<file path="config.mk">
export PLATFORM = sky130hd
export DESIGN_NAME = gio_port
export DESIGN_NICKNAME = d
export VERILOG_FILES = /design/src/core/gio_pkg.sv /design/src/core/gio_sync.sv /design/src/core/gio_port.sv
export SDC_FILE = /design/constraint.sdc
export NUM_CORES = 1
export LEC_CHECK = 0
export BUFFER_PORTS_ARGS = -buffer_cell sky130_fd_sc_hd__buf_2
export CAP_MARGIN = 15
export CORE_MARGIN = 5
export CORE_UTILIZATION = 40
export DETAILED_ROUTE_END_ITERATION = 10
export HOLD_SLACK_MARGIN = 0.15
export PLACE_DENSITY = 0.75
export SLEW_MARGIN = 20
export SYNTH_ARGS = -nofsm -noshare
export SYNTH_HDL_FRONTEND = slang
export SYNTH_SLANG_ARGS = --single-unit
</file>
<file path="constraint.sdc">
create_clock -name CLK_SYS_I -period 4.3 [get_ports CLK_SYS_I]
set_input_delay 0.43 -clock CLK_SYS_I [delete_from_list [all_inputs] [get_ports CLK_SYS_I]]
set_output_delay 0.43 -clock CLK_SYS_I [all_outputs]
set_load 0.005 [all_outputs]
</file>
<file path="src/core/gio_pkg.sv">
// Package for the general I/O port: register map, mode codes, carriers.
// Assumes a 32-bit classic Wishbone slave with word-aligned registers.
`default_nettype none
package gio_pkg;
	localparam int unsigned NPINS = 8;
	// ****************************************
	// Register map (byte addresses)
	// ****************************************
	localparam logic [7:0] ADDR_DATA = 8'h00;
	localparam logic [7:0] ADDR_DIR = 8'h04;
	localparam logic [7:0] ADDR_OPT = 8'h08;
	localparam logic [7:0] ADDR_SENS = 8'h0C;
	localparam logic [7:0] ADDR_GROUP = 8'h10;
	localparam logic [7:0] ADDR_STAT = 8'h14;
	localparam logic [7:0] RST_BYTE = 8'h00;
	localparam logic [1:0] RST_SENS = 2'h0;
	localparam logic [7:0] RST_GROUP = 8'h00;
	localparam int unsigned SENS_W = 2;
	localparam int unsigned NGROUPS = 2;
	// ****************************************
	// Sensitivity codes
	// ****************************************
	typedef enum logic [1:0] {
		SENS_NONE = 2'b00,
		SENS_RISE = 2'b01,
		SENS_FALL = 2'b10,
		SENS_BOTH = 2'b11
	} gio_sens_t;
	// Per-pin alternate function request
	typedef struct packed {
		logic [7:0] en;
		logic [7:0] is_out;
		logic [7:0] out_val;
		logic [7:0] push_pull;
	} gio_alt_t;
	// Pad drive
	typedef struct packed {
		logic [7:0] out;
		logic [7:0] oe;
		logic [7:0] pull_en;
	} gio_pad_t;
endpackage
`default_nettype wire

</file>
<file path="src/core/gio_sync.sv">
// Two-flop synchroniser bank for the pin inputs.
// Assumes the inputs are asynchronous to CLK_SYS_I.
`default_nettype none
module gio_sync #(
	parameter int unsigned W = 8
) (
	input wire logic clk_i, // Core clock
	input wire logic rst_i, // Async reset, high
	input wire logic ce_i, // Clock enable
	input wire logic [W-1:0] d_i, // Async inputs
	output logic [W-1:0] q_o // Synchronised
);
	logic [W-1:0] meta_q;
	always_ff @(posedge clk_i or posedge rst_i) begin
		if (rst_i) begin
			meta_q <= '0;
			q_o <= '0;
		end else if (ce_i) begin
			meta_q <= d_i;
			q_o <= meta_q;
		end
	end
endmodule
`default_nettype wire

</file>
<file path="src/core/gio_port.sv">
// General I/O port: eight pins, data/direction/option registers, external
// interrupt groups with edge sensitivity, alternate-function override.
// Assumes classic Wishbone master on the core clock; pads resolve out/oe.
// Behaviour
// - Eight pins, each independently input, input with interrupt, or output.
// - Bit n of direction, option and data registers belongs to pin n.
// - Direction 0 makes pin input; data read returns the pin level.
// - Input option bit picks floating or pull-up, and interrupt enable.
// - Data write in input mode only updates the latch; pin stays undriven.
// - Input-with-interrupt pins raise an external request independently.
// - Each vector serves a pin group; detected edges are ORed together.
// - Group request latch is hidden, cleared on vector fetch.
// - Changing a group's sensitivity bits clears its pending request.
// - Direction 1 makes pin output from latch; reads return latch.
// - Output option picks push-pull or open-drain; open-drain 1 floats.
// - Enabled alternate function overrides standard pin programming.
// - Peripheral output forces output mode; peripheral picks drive type.
// - Peripheral input needs input mode; pin still readable via data.
// - Input mode with alternate output drive: data read gives alt output.
// - Output mode with alternate input: peripheral receives latch value.
// - Direction/option 00 float, 01 pull-up/irq, 10 open-drain, 11 push-pull.
// - Sensitivity 01 rising, 10 falling, 11 both edges.
`default_nettype none
module gio_port #(
	parameter int unsigned NPINS = gio_pkg::NPINS,
	parameter logic [7:0] IRQ_CAPABLE = 8'hFF // Pins that support interrupt
) (
	input wire logic CLK_SYS_I, // 20 MHz core clock
	input wire logic SYS_RST_I, // Async reset, high
	input wire logic CE_I, // Clock enable, freezes state when low
	// Wishbone slave
	input wire logic WB_CYC_I, // Cycle
	input wire logic WB_STB_I, // Strobe
	input wire logic WB_WE_I, // Write enable
	input wire logic [7:0] WB_ADR_I, // Byte address
	input wire logic [3:0] WB_SEL_I, // Byte selects
	input wire logic [31:0] WB_DAT_I, // Write data
	output logic [31:0] WB_DAT_O, // Read data
	output logic WB_ACK_O, // Acknowledge
	output logic WB_ERR_O, // Unmapped address
	// Pads
	input wire logic [7:0] PAD_IN_I, // Pin levels (async)
	output var gio_pkg::gio_pad_t PAD_O, // Drive, enable, pull-up
	// Alternate functions
	input wire gio_pkg::gio_alt_t ALT_I, // Peripheral requests
	output logic [7:0] ALT_IN_O, // Level seen by peripherals
	// Interrupt controller
	input wire logic [1:0] VEC_FETCH_I, // Vector fetch pulse per group
	output logic [1:0] EXT_IRQ_O // Request per group
);
	// ****************************************
	// Registers
	// ****************************************
	logic [7:0] pin_data_latch_q;
	logic [7:0] pin_direction_q;
	logic [7:0] pin_option_q;
	logic [1:0] ext_irq_sensitivity_ctrl_q [gio_pkg::NGROUPS];
	logic [7:0] pin_group_q; // Bit n: pin n belongs to group 1
	logic [7:0] pin_sync;
	logic [7:0] pin_prev_q;
	logic [1:0] irq_pend_q;
	logic [31:0] rd_d;
	logic [31:0] rd_q;
	logic ack_q;
	logic err_q;
	logic req;
	logic wr;
	logic mapped;
	logic [1:0] sens_wr;
	logic [1:0] grp_hit;
	logic [7:0] irq_pin_en;
	logic [7:0] rise;
	logic [7:0] fall;
	logic [7:0] pad_out;
	logic [7:0] pad_oe;
	logic [7:0] pad_pull;
	logic [7:0] data_view;
	logic [7:0] wdat;

	gio_sync #(
		.W(8)
	) u_sync (
		.clk_i(CLK_SYS_I),
		.rst_i(SYS_RST_I),
		.ce_i(CE_I),
		.d_i(PAD_IN_I),
		.q_o(pin_sync)
	);

	// ****************************************
	// Bus decode
	// ****************************************
	assign req = WB_CYC_I && WB_STB_I && !ack_q && !err_q;
	assign wr = req && WB_WE_I && WB_SEL_I[0];
	assign wdat = WB_DAT_I[7:0];
	assign mapped = (WB_ADR_I == gio_pkg::ADDR_DATA) || (WB_ADR_I == gio_pkg::ADDR_DIR) ||
		(WB_ADR_I == gio_pkg::ADDR_OPT) || (WB_ADR_I == gio_pkg::ADDR_SENS) ||
		(WB_ADR_I == gio_pkg::ADDR_GROUP) || (WB_ADR_I == gio_pkg::ADDR_STAT);
	assign WB_ACK_O = ack_q;
	assign WB_ERR_O = err_q;
	assign WB_DAT_O = rd_q;

	always_ff @(posedge CLK_SYS_I or posedge SYS_RST_I) begin
		if (SYS_RST_I) begin
			ack_q <= 1'b0;
			err_q <= 1'b0;
		end else if (CE_I) begin
			ack_q <= req && mapped;
			err_q <= req && !mapped;
		end
	end

	// ****************************************
	// Port registers
	// ****************************************
	always_ff @(posedge CLK_SYS_I or posedge SYS_RST_I) begin
		if (SYS_RST_I) begin
			pin_data_latch_q <= gio_pkg::RST_BYTE;
		end else if (CE_I && wr && WB_ADR_I == gio_pkg::ADDR_DATA) begin
			pin_data_latch_q <= wdat;
		end
	end

	always_ff @(posedge CLK_SYS_I or posedge SYS_RST_I) begin
		if (SYS_RST_I) begin
			pin_direction_q <= gio_pkg::RST_BYTE;
			pin_option_q <= gio_pkg::RST_BYTE;
			pin_group_q <= gio_pkg::RST_GROUP;
		end else if (CE_I && wr) begin
			if (WB_ADR_I == gio_pkg::ADDR_DIR) begin
				pin_direction_q <= wdat;
			end
			if (WB_ADR_I == gio_pkg::ADDR_OPT) begin
				pin_option_q <= wdat;
			end
			if (WB_ADR_I == gio_pkg::ADDR_GROUP) begin
				pin_group_q <= wdat;
			end
		end
	end

	// Sensitivity: group g in bits [2g+1:2g] of its register
	assign sens_wr[0] = wr && WB_ADR_I == gio_pkg::ADDR_SENS &&
		wdat[1:0] != ext_irq_sensitivity_ctrl_q[0];
	assign sens_wr[1] = wr && WB_ADR_I == gio_pkg::ADDR_SENS &&
		wdat[3:2] != ext_irq_sensitivity_ctrl_q[1];

	always_ff @(posedge CLK_SYS_I or posedge SYS_RST_I) begin
		if (SYS_RST_I) begin
			ext_irq_sensitivity_ctrl_q[0] <= gio_pkg::RST_SENS;
			ext_irq_sensitivity_ctrl_q[1] <= gio_pkg::RST_SENS;
		end else if (CE_I && wr && WB_ADR_I == gio_pkg::ADDR_SENS) begin
			ext_irq_sensitivity_ctrl_q[0] <= wdat[1:0];
			ext_irq_sensitivity_ctrl_q[1] <= wdat[3:2];
		end
	end

	// ****************************************
	// Pin datapath
	// ****************************************
	genvar n;
	generate
		for (n = 0; n < NPINS; n++) begin : g_pin
			logic alt_out;
			logic std_out;
			logic pp;
			logic drv_val;
			assign alt_out = ALT_I.en[n] && ALT_I.is_out[n];
			assign std_out = pin_direction_q[n];
			// Peripheral picks drive type, else option bit
			assign pp = alt_out ? ALT_I.push_pull[n] : pin_option_q[n];
			assign drv_val = alt_out ? ALT_I.out_val[n] : pin_data_latch_q[n];
			assign pad_out[n] = (alt_out || std_out) ? drv_val : 1'b0;
			assign pad_oe[n] = (alt_out || std_out) && (pp || !drv_val);
			// Pull-up only in input mode with option set
			assign pad_pull[n] = !alt_out && !std_out && pin_option_q[n];
			// Read view: latch, alt output, or input level
			assign data_view[n] = std_out ? pin_data_latch_q[n] :
				(alt_out ? ALT_I.out_val[n] : pin_sync[n]);
			// Alt input sees latch while pin is output
			assign ALT_IN_O[n] = std_out ? pin_data_latch_q[n] : pin_sync[n];
			// Input with interrupt: dir 0, option 1, capable pin, alternate function off
			assign irq_pin_en[n] = IRQ_CAPABLE[n] && !std_out && pin_option_q[n] &&
				!ALT_I.en[n];
		end
	endgenerate
	assign PAD_O = {pad_out, pad_oe, pad_pull};

	// ****************************************
	// External interrupts
	// ****************************************
	always_ff @(posedge CLK_SYS_I or posedge SYS_RST_I) begin
		if (SYS_RST_I) begin
			pin_prev_q <= gio_pkg::RST_BYTE;
		end else if (CE_I) begin
			pin_prev_q <= pin_sync;
		end
	end

	assign rise = pin_sync & ~pin_prev_q;
	assign fall = ~pin_sync & pin_prev_q;

	genvar g;
	generate
		for (g = 0; g < gio_pkg::NGROUPS; g++) begin : g_grp
			logic [7:0] members;
			logic [7:0] evt;
			assign members = (g == 0) ? ~pin_group_q : pin_group_q;
			always_comb begin
				case (gio_pkg::gio_sens_t'(ext_irq_sensitivity_ctrl_q[g]))
					gio_pkg::SENS_RISE: evt = rise;
					gio_pkg::SENS_FALL: evt = fall;
					gio_pkg::SENS_BOTH: evt = rise | fall;
					default: evt = '0;
				endcase
			end
			assign grp_hit[g] = |(evt & members & irq_pin_en);
			// Hidden latch: set wins over fetch, sensitivity change clears
			always_ff @(posedge CLK_SYS_I or posedge SYS_RST_I) begin
				if (SYS_RST_I) begin
					irq_pend_q[g] <= 1'b0;
				end else if (CE_I) begin
					if (sens_wr[g]) begin
						irq_pend_q[g] <= 1'b0;
					end else if (grp_hit[g]) begin
						irq_pend_q[g] <= 1'b1;
					end else if (VEC_FETCH_I[g]) begin
						irq_pend_q[g] <= 1'b0;
					end
				end
			end
		end
	endgenerate
	assign EXT_IRQ_O = irq_pend_q;

	// ****************************************
	// Read mux
	// ****************************************
	always_comb begin
		rd_d = '0;
		case (WB_ADR_I)
			gio_pkg::ADDR_DATA: rd_d[7:0] = data_view;
			gio_pkg::ADDR_DIR: rd_d[7:0] = pin_direction_q;
			gio_pkg::ADDR_OPT: rd_d[7:0] = pin_option_q;
			gio_pkg::ADDR_SENS: rd_d[3:0] = {ext_irq_sensitivity_ctrl_q[1],
				ext_irq_sensitivity_ctrl_q[0]};
			gio_pkg::ADDR_GROUP: rd_d[7:0] = pin_group_q;
			gio_pkg::ADDR_STAT: rd_d[7:0] = pin_sync;
			default: rd_d = '0;
		endcase
	end

	always_ff @(posedge CLK_SYS_I or posedge SYS_RST_I) begin
		if (SYS_RST_I) begin
			rd_q <= '0;
		end else if (CE_I && req) begin
			rd_q <= rd_d;
		end
	end
endmodule
`default_nettype wire

</file>
Word-level counts from Yosys, hierarchy flattened
Index checks and enable logic that the tools add are counted.
{ "totals": {"output_inout_bits": 68, "ff_bits": 72, "word_cells": 223} }
{ "op_classes": {"n_reduce_logical": 128, "bitwise_logic": 10, "n_eq_ne": 13, "mux": 58} }
{ "ops": {"columns": ["cell", "n"], "rows": [
  ["$logic_and A1 B1 Y1", 62],
  ["$mux W1", 54],
  ["$and A8 B8 Y8", 6],
  ["$pmux W8 S3", 2],
  ["$logic_not A1 Y1", 35],
  ["$not A8 Y8", 3],
  ["$pmux W4 S6", 1],
  ["$logic_or A1 B1 Y1", 21],
  ["$pmux W4 S5", 1],
  ["$eq A8 B4 Y1 const B", 2],
  ["$eq A8 B5 Y1 const B", 2],
  ["$reduce_or A8 Y1", 2],
  ["$reduce_and A2 Y1", 5],
  ["$eq A2 B2 Y1 const B", 4],
  ["$eq A8 B3 Y1 const B", 1],
  ["$logic_not A8 Y1", 1],
  ["$or A8 B8 Y8", 1],
  ["$reduce_bool A3 Y1", 2],
  ["$eq A2 B1 Y1 const B", 2],
  ["$ne A2 B2 Y1", 2]
]} }

Logic depth before layout (Yosys ltp)
{ "logic_depth": {"ltp_word": 9, "depth_mapped": 7, "ltp_nobuf": 7} }

Modules after synthesis
A second synthesis with hierarchy kept.
{ "unflattened": {"hier_cells": 526, "area_unflattened_um2": 4884.7} }
{ "modules_own_cells": {"columns": ["mod", "seq_area_each_um2", "instances", "cells_each", "area_per_inst_um2"], "rows": [
  ["gio_port", 1401.3, 1, 491, 4231.6],
  ["gio_sync", 400.4, 1, 35, 653.1]
]} }

Worst setup path before layout
No wires, ideal clock.
{ "synth_path": {"kind": "input-to-reg", "start": "input port WB_ADR_I[7]", "end": "register pin_direction_q[0]", "cell_stages": 6, "arrival_ps": 1993, "required_time_ps": 4175, "path_slack_ps": 2182, "path_cell_list": "or4_4 -> nor4_4 -> and3_1 -> buf_6 -> nand3_4 -> mux2_4"} }
{ "synth_via": {"elab_chain_len": 2} }
{ "synth_rtl": {"columns": ["element", "line", "text"], "rows": [
  ["start, declared", "gio_port.sv:35", "input wire logic [7:0] WB_ADR_I,"],
  ["$eq A8 B3 Y1", "gio_port.sv:130", "if (WB_ADR_I == gio_pkg::ADDR_DIR) begin"],
  ["$reduce_and A2 Y1 (no line)", null, null],
  ["end signal, assigned", "gio_port.sv:126", "pin_direction_q <= gio_pkg::RST_BYTE;"],
  ["end signal, assigned", "gio_port.sv:131", "pin_direction_q <= wdat;"],
  ["end, declared", "gio_port.sv:55", "logic [7:0] pin_direction_q;"]
]} }
Every way passes these cells.
A chain may end at the register's enable or synchronous reset.

Final worst setup path
{ "layout_path": {"start": "register ext_irq_sensitivity_ctrl_q[3] in the netlist's numbering", "end": "register irq_pend_q[0] (netlist: EXT_IRQ_O[0])"} }
{ "layout_via": {"elab_chain_len": 7, "word_cells_on_any_way": 13, "cone_classes": "eq/ne: 4; mux: 3; bitwise: 2; reduce/logical: 4"} }
{ "layout_rtl": {"columns": ["element", "line", "text"], "rows": [
  ["start, declared", "gio_port.sv:57", "logic [1:0] ext_irq_sensitivity_ctrl_q [gio_pkg::NGROUPS];"],
  ["$eq A2 B2 Y1 or $eq A2 B1 Y1 (tied branches)", "gio_port.sv:210", "case (gio_pkg::gio_sens_t'(ext_irq_sensitivity_ctrl_q[g]))"],
  ["$pmux W8 S3", "gio_port.sv:210", null],
  ["$and A8 B8 Y8 (2 in a row)", "gio_port.sv:217", "assign grp_hit[g] = |(evt & members & irq_pin_en);"],
  ["$reduce_or A8 Y1", "gio_port.sv:217", null],
  ["$reduce_bool A3 Y1 (no line) or $mux W1 (tied branches)", null, null],
  ["$reduce_and A2 Y1 (no line) or $mux W1 (tied branches)", null, null],
  ["end signal, assigned by index", "gio_port.sv:221", "irq_pend_q[g] <= 1'b0;"],
  ["end signal, assigned by index", "gio_port.sv:224", "irq_pend_q[g] <= 1'b0;"],
  ["end signal, assigned by index", "gio_port.sv:226", "irq_pend_q[g] <= 1'b1;"],
  ["end, declared", "gio_port.sv:61", "logic [1:0] irq_pend_q;"]
]} }
Several ways; a longest one is shown, not always the timed one.

==> results.md <==
- Status: complete, no violations
- Min Hold Slack: 242 ps
- CP max stage cell: dfrtp_1
- GRT overflow: 0
- Mapped Area: 4740 um2
- Initial antenna violation count: 0
- Setup crit start kind: flop
- Leakage power: 2.78 nW
- Row cnt: 39
- HPWL after detailed placement: 9710 um
- CTS resizes: 0
- WP buf/inv: 0
- Max_cap viols: 0
- Post-CTS setup repair buffer count: 0
- Worst-path cell chain: nor2b_1 > nand2_1 > a2111oi_0 > nor4_1 > a21oi_1
- P&R area growth vs syn: 19.3%
- Vias in the first global route: 4179
- Initial Util: 0.412
- CTS root buf: clkbuf_16
- Yosys reg bits: 72
- ANT cells: 0
- Tmin final: 2380 ps
- Cell family with most CP delay: flip-flops
- Final Hold Fails: 0
- Distinct cell type count after synthesis: 50
- 1st-iter DRT viols: 222
- Crit-path max FO: 23
- Worst slew pin tran: 904 ps
- Via count: 4226
- Required time worst endpoint: 4560 ps
- Share of cells above drive strength 1: 0.284
- Core Util, Final: 0.491
- Setup crit end kind: flop
- Maximum vdd drop: 196 uV
- Total global-route track usage: 0.188
- RSZ-0062 raised after global routing: false
- PD cells: 329 nW/um2
- Die Footprint: 14100 um2
- Crit path largest cell delay: 850 ps
- Worst-path clk slew: 60 ps
- Mapped Cells: 527
- # hold bufs at CTS: 0
- Worst skew pair latency: 340 ps
- Placed insts: 760
- R2R setup slack: 1920 ps
- DR pass1 iterations: 7
- Skew final: 3.94 ps
- Largest net degree at the start of global routing: 50
- Hold WC Path Type: input port to async pin
- Mapped Avg Cell Area: 9.00 um2
- Post-route ant nets: 0
- Pwr Total: 1.86 mW
- Sequential area share after synthesis: 0.380
- Arrival time at the worst endpoint: 2640 ps
- CTS sink count: 72
- Critical path class: flop to flop
- Buffer levels on the longest clock path: 2
- I/O pin cnt: 160
- Routed wire per std cell: 17.1 um
- Drc violations: 0
- GPL Wtd Cong: 0.892
- Max Transition Viols Final: 0
- TritonCTS buffer count: 9
- Routed vias/inst: 5.45
- Final #Nets: 736
- Non-Filler Instances: 776
- Die Y: 119 um
- Synth warn: 0
- FMAX: 0.420 GHz
- Die width: 119 um
- Core footprint: 11500 um2
- Port bufs: 108
- Routed WL: 13300 um
- CTS H-tree lvls: 3
- First-pass GRT wire length: 21500 um
- TritonCTS clock tree: yes
- Final worst path period share: 0.554
- Max_slew headroom: 0.397
- Final Setup Violations: 0
- Setup TNS: 0 ps
power by group:
part	total (mW)	switching [mW]	internal, mW
Clock	0.883	0.286	0.597
Combinational	0.247	0.146	0.100
Sequential	0.734	0.0273	0.707
Total	1.86	0.459	1.40
final timing paths:
kind / start / end / depth (start not counted)
worst min-delay path: SYS_RST_I / pin_prev_q[1]$_DFFE_PP0P_ / 2
worst min register to register: WB_DAT_O[5]$_DFFE_PP0P_ / WB_DAT_O[5]$_DFFE_PP0P_ / 2
worst max-delay path: ext_irq_sensitivity_ctrl_q[3]$_DFFE_PP0P_ / EXT_IRQ_O[0]$_DFFE_PP0P_ / 5
min in group CLK_SYS_I: PAD_IN_I[3] / u_sync.meta_q[3]$_DFFE_PP0P_ / 2
worst max register to register: ext_irq_sensitivity_ctrl_q[3]$_DFFE_PP0P_ / EXT_IRQ_O[0]$_DFFE_PP0P_ / 5
max in group asynchronous: SYS_RST_I / pin_option_q[1]$_DFFE_PP0P_ / 3
final cells by class:
class | instances | area [um2]
inverters | 35 | 133
flip-flops and latches | 72 | 1800
repair buffers | 110 | 556
clock buffers | 11 | 253
clock inverters | 5 | 103
fillers | 1078 | 5860
well taps | 143 | 179
multi-input cells | 400 | 2630
synthesized netlist by cell type, drive strengths merged:
library cell,n,share of area
ha,16,0.042
o221ai,3,0.0055
nor3b,11,0.017
a21oi,35,0.037
mux2i,13,0.027
and4b,1,0.0021
buf,31,0.046
o22ai,5,0.0066
nor4b,1,0.0018
or3b,1,0.0018
o21ai,56,0.059
xor2,4,0.0074
a221oi,3,0.0055
inv,35,0.028
nand3,18,0.022
a21o,1,0.0016
nor4,5,0.0098
nor2b,16,0.021
and3b,1,0.0018
a2111oi,10,0.018
or4,2,0.0040
a21boi,8,0.013
o21a,3,0.0047
a22o,4,0.0074
nor2,10,0.0079
clkbuf,12,0.0095
a211oi,2,0.0032
a2bb2oi,1,0.0018
and2,3,0.0040
or4b,3,0.0063
nand2b,9,0.012
a22oi,2,0.0032
conb,1,0.00079
and3,2,0.0029
o22a,1,0.0018
nand2,79,0.067
dfrtp,72,0.38
nand4b,1,0.0018
nor3,1,0.0011
mux2,42,0.10
o31ai,3,0.0047
per-layer routing:
layer | vias to the layer above | track usage | share of wire
met4 | 0 | 0.0500 | 0.017
met1 | 2037 | 0.247 | 0.44
met3 | 22 | 0.0498 | 0.072
met5 | - | 0 | 0
li1 | 2019 | - | -
met2 | 148 | 0.310 | 0.47
placed cells by master, fill, tap and decap left out, types with 4 or more instances in the layout:
cell       Yosys  routed
buf_2          2     108
nand2_1       76      76
dfrtp_1       72      72
o21ai_0       56      56
mux2_2        40      40
a21oi_1       35      35
inv_1         35      34
conb_1         1      24
nand3_1       17      17
nor2b_1       16      16
ha_1          16      16
mux2i_1       13      13
nor3b_1       11      11
nor2_1        10      10
a2111oi_0     10      10
nand2b_1       9       9
clkbuf_16      0       9
a21boi_0       8       8
o22ai_1        5       5
a22o_1         4       4
nor4_1         4       4
xor2_1         4       4
state kept, by name, summed over array words and instances (netlist names):
| name | count |
|---|---|
| WB_ERR_O | 1 |
| u_sync.q_o | 8 |
| pin_direction_q | 8 |
| u_sync.meta_q | 8 |
| WB_ACK_O | 1 |
| WB_DAT_O | 8 |
| ext_irq_sensitivity_ctrl_q | 4 |
| g_grp.members | 8 |
| pin_data_latch_q | 8 |
| pin_option_q | 8 |
| pin_prev_q | 8 |
| EXT_IRQ_O | 2 |
per-stage QoR:
step	setup WS (ps)	cell area (um2)
detailed placement	1650	5300
floorplan	2050	4830
global route	1640	5660
finish	1920	5660
CTS	1880	5660
global placement	1690	5300
logic make-up after synthesis:
family,count (synthesis),synth area share
AND/OR/NAND/NOR,164,0.185
AO/OA/AOI/OAI,137,0.173
buffers and inverters,78,0.0828
flip-flops,72,0.380
multiplexers,55,0.129
adder cells (fa/ha/maj),16,0.0422
XOR/XNOR,4,0.00739
other,1,0.000791
No activity file was read; power rests on OpenSTA's default activity.
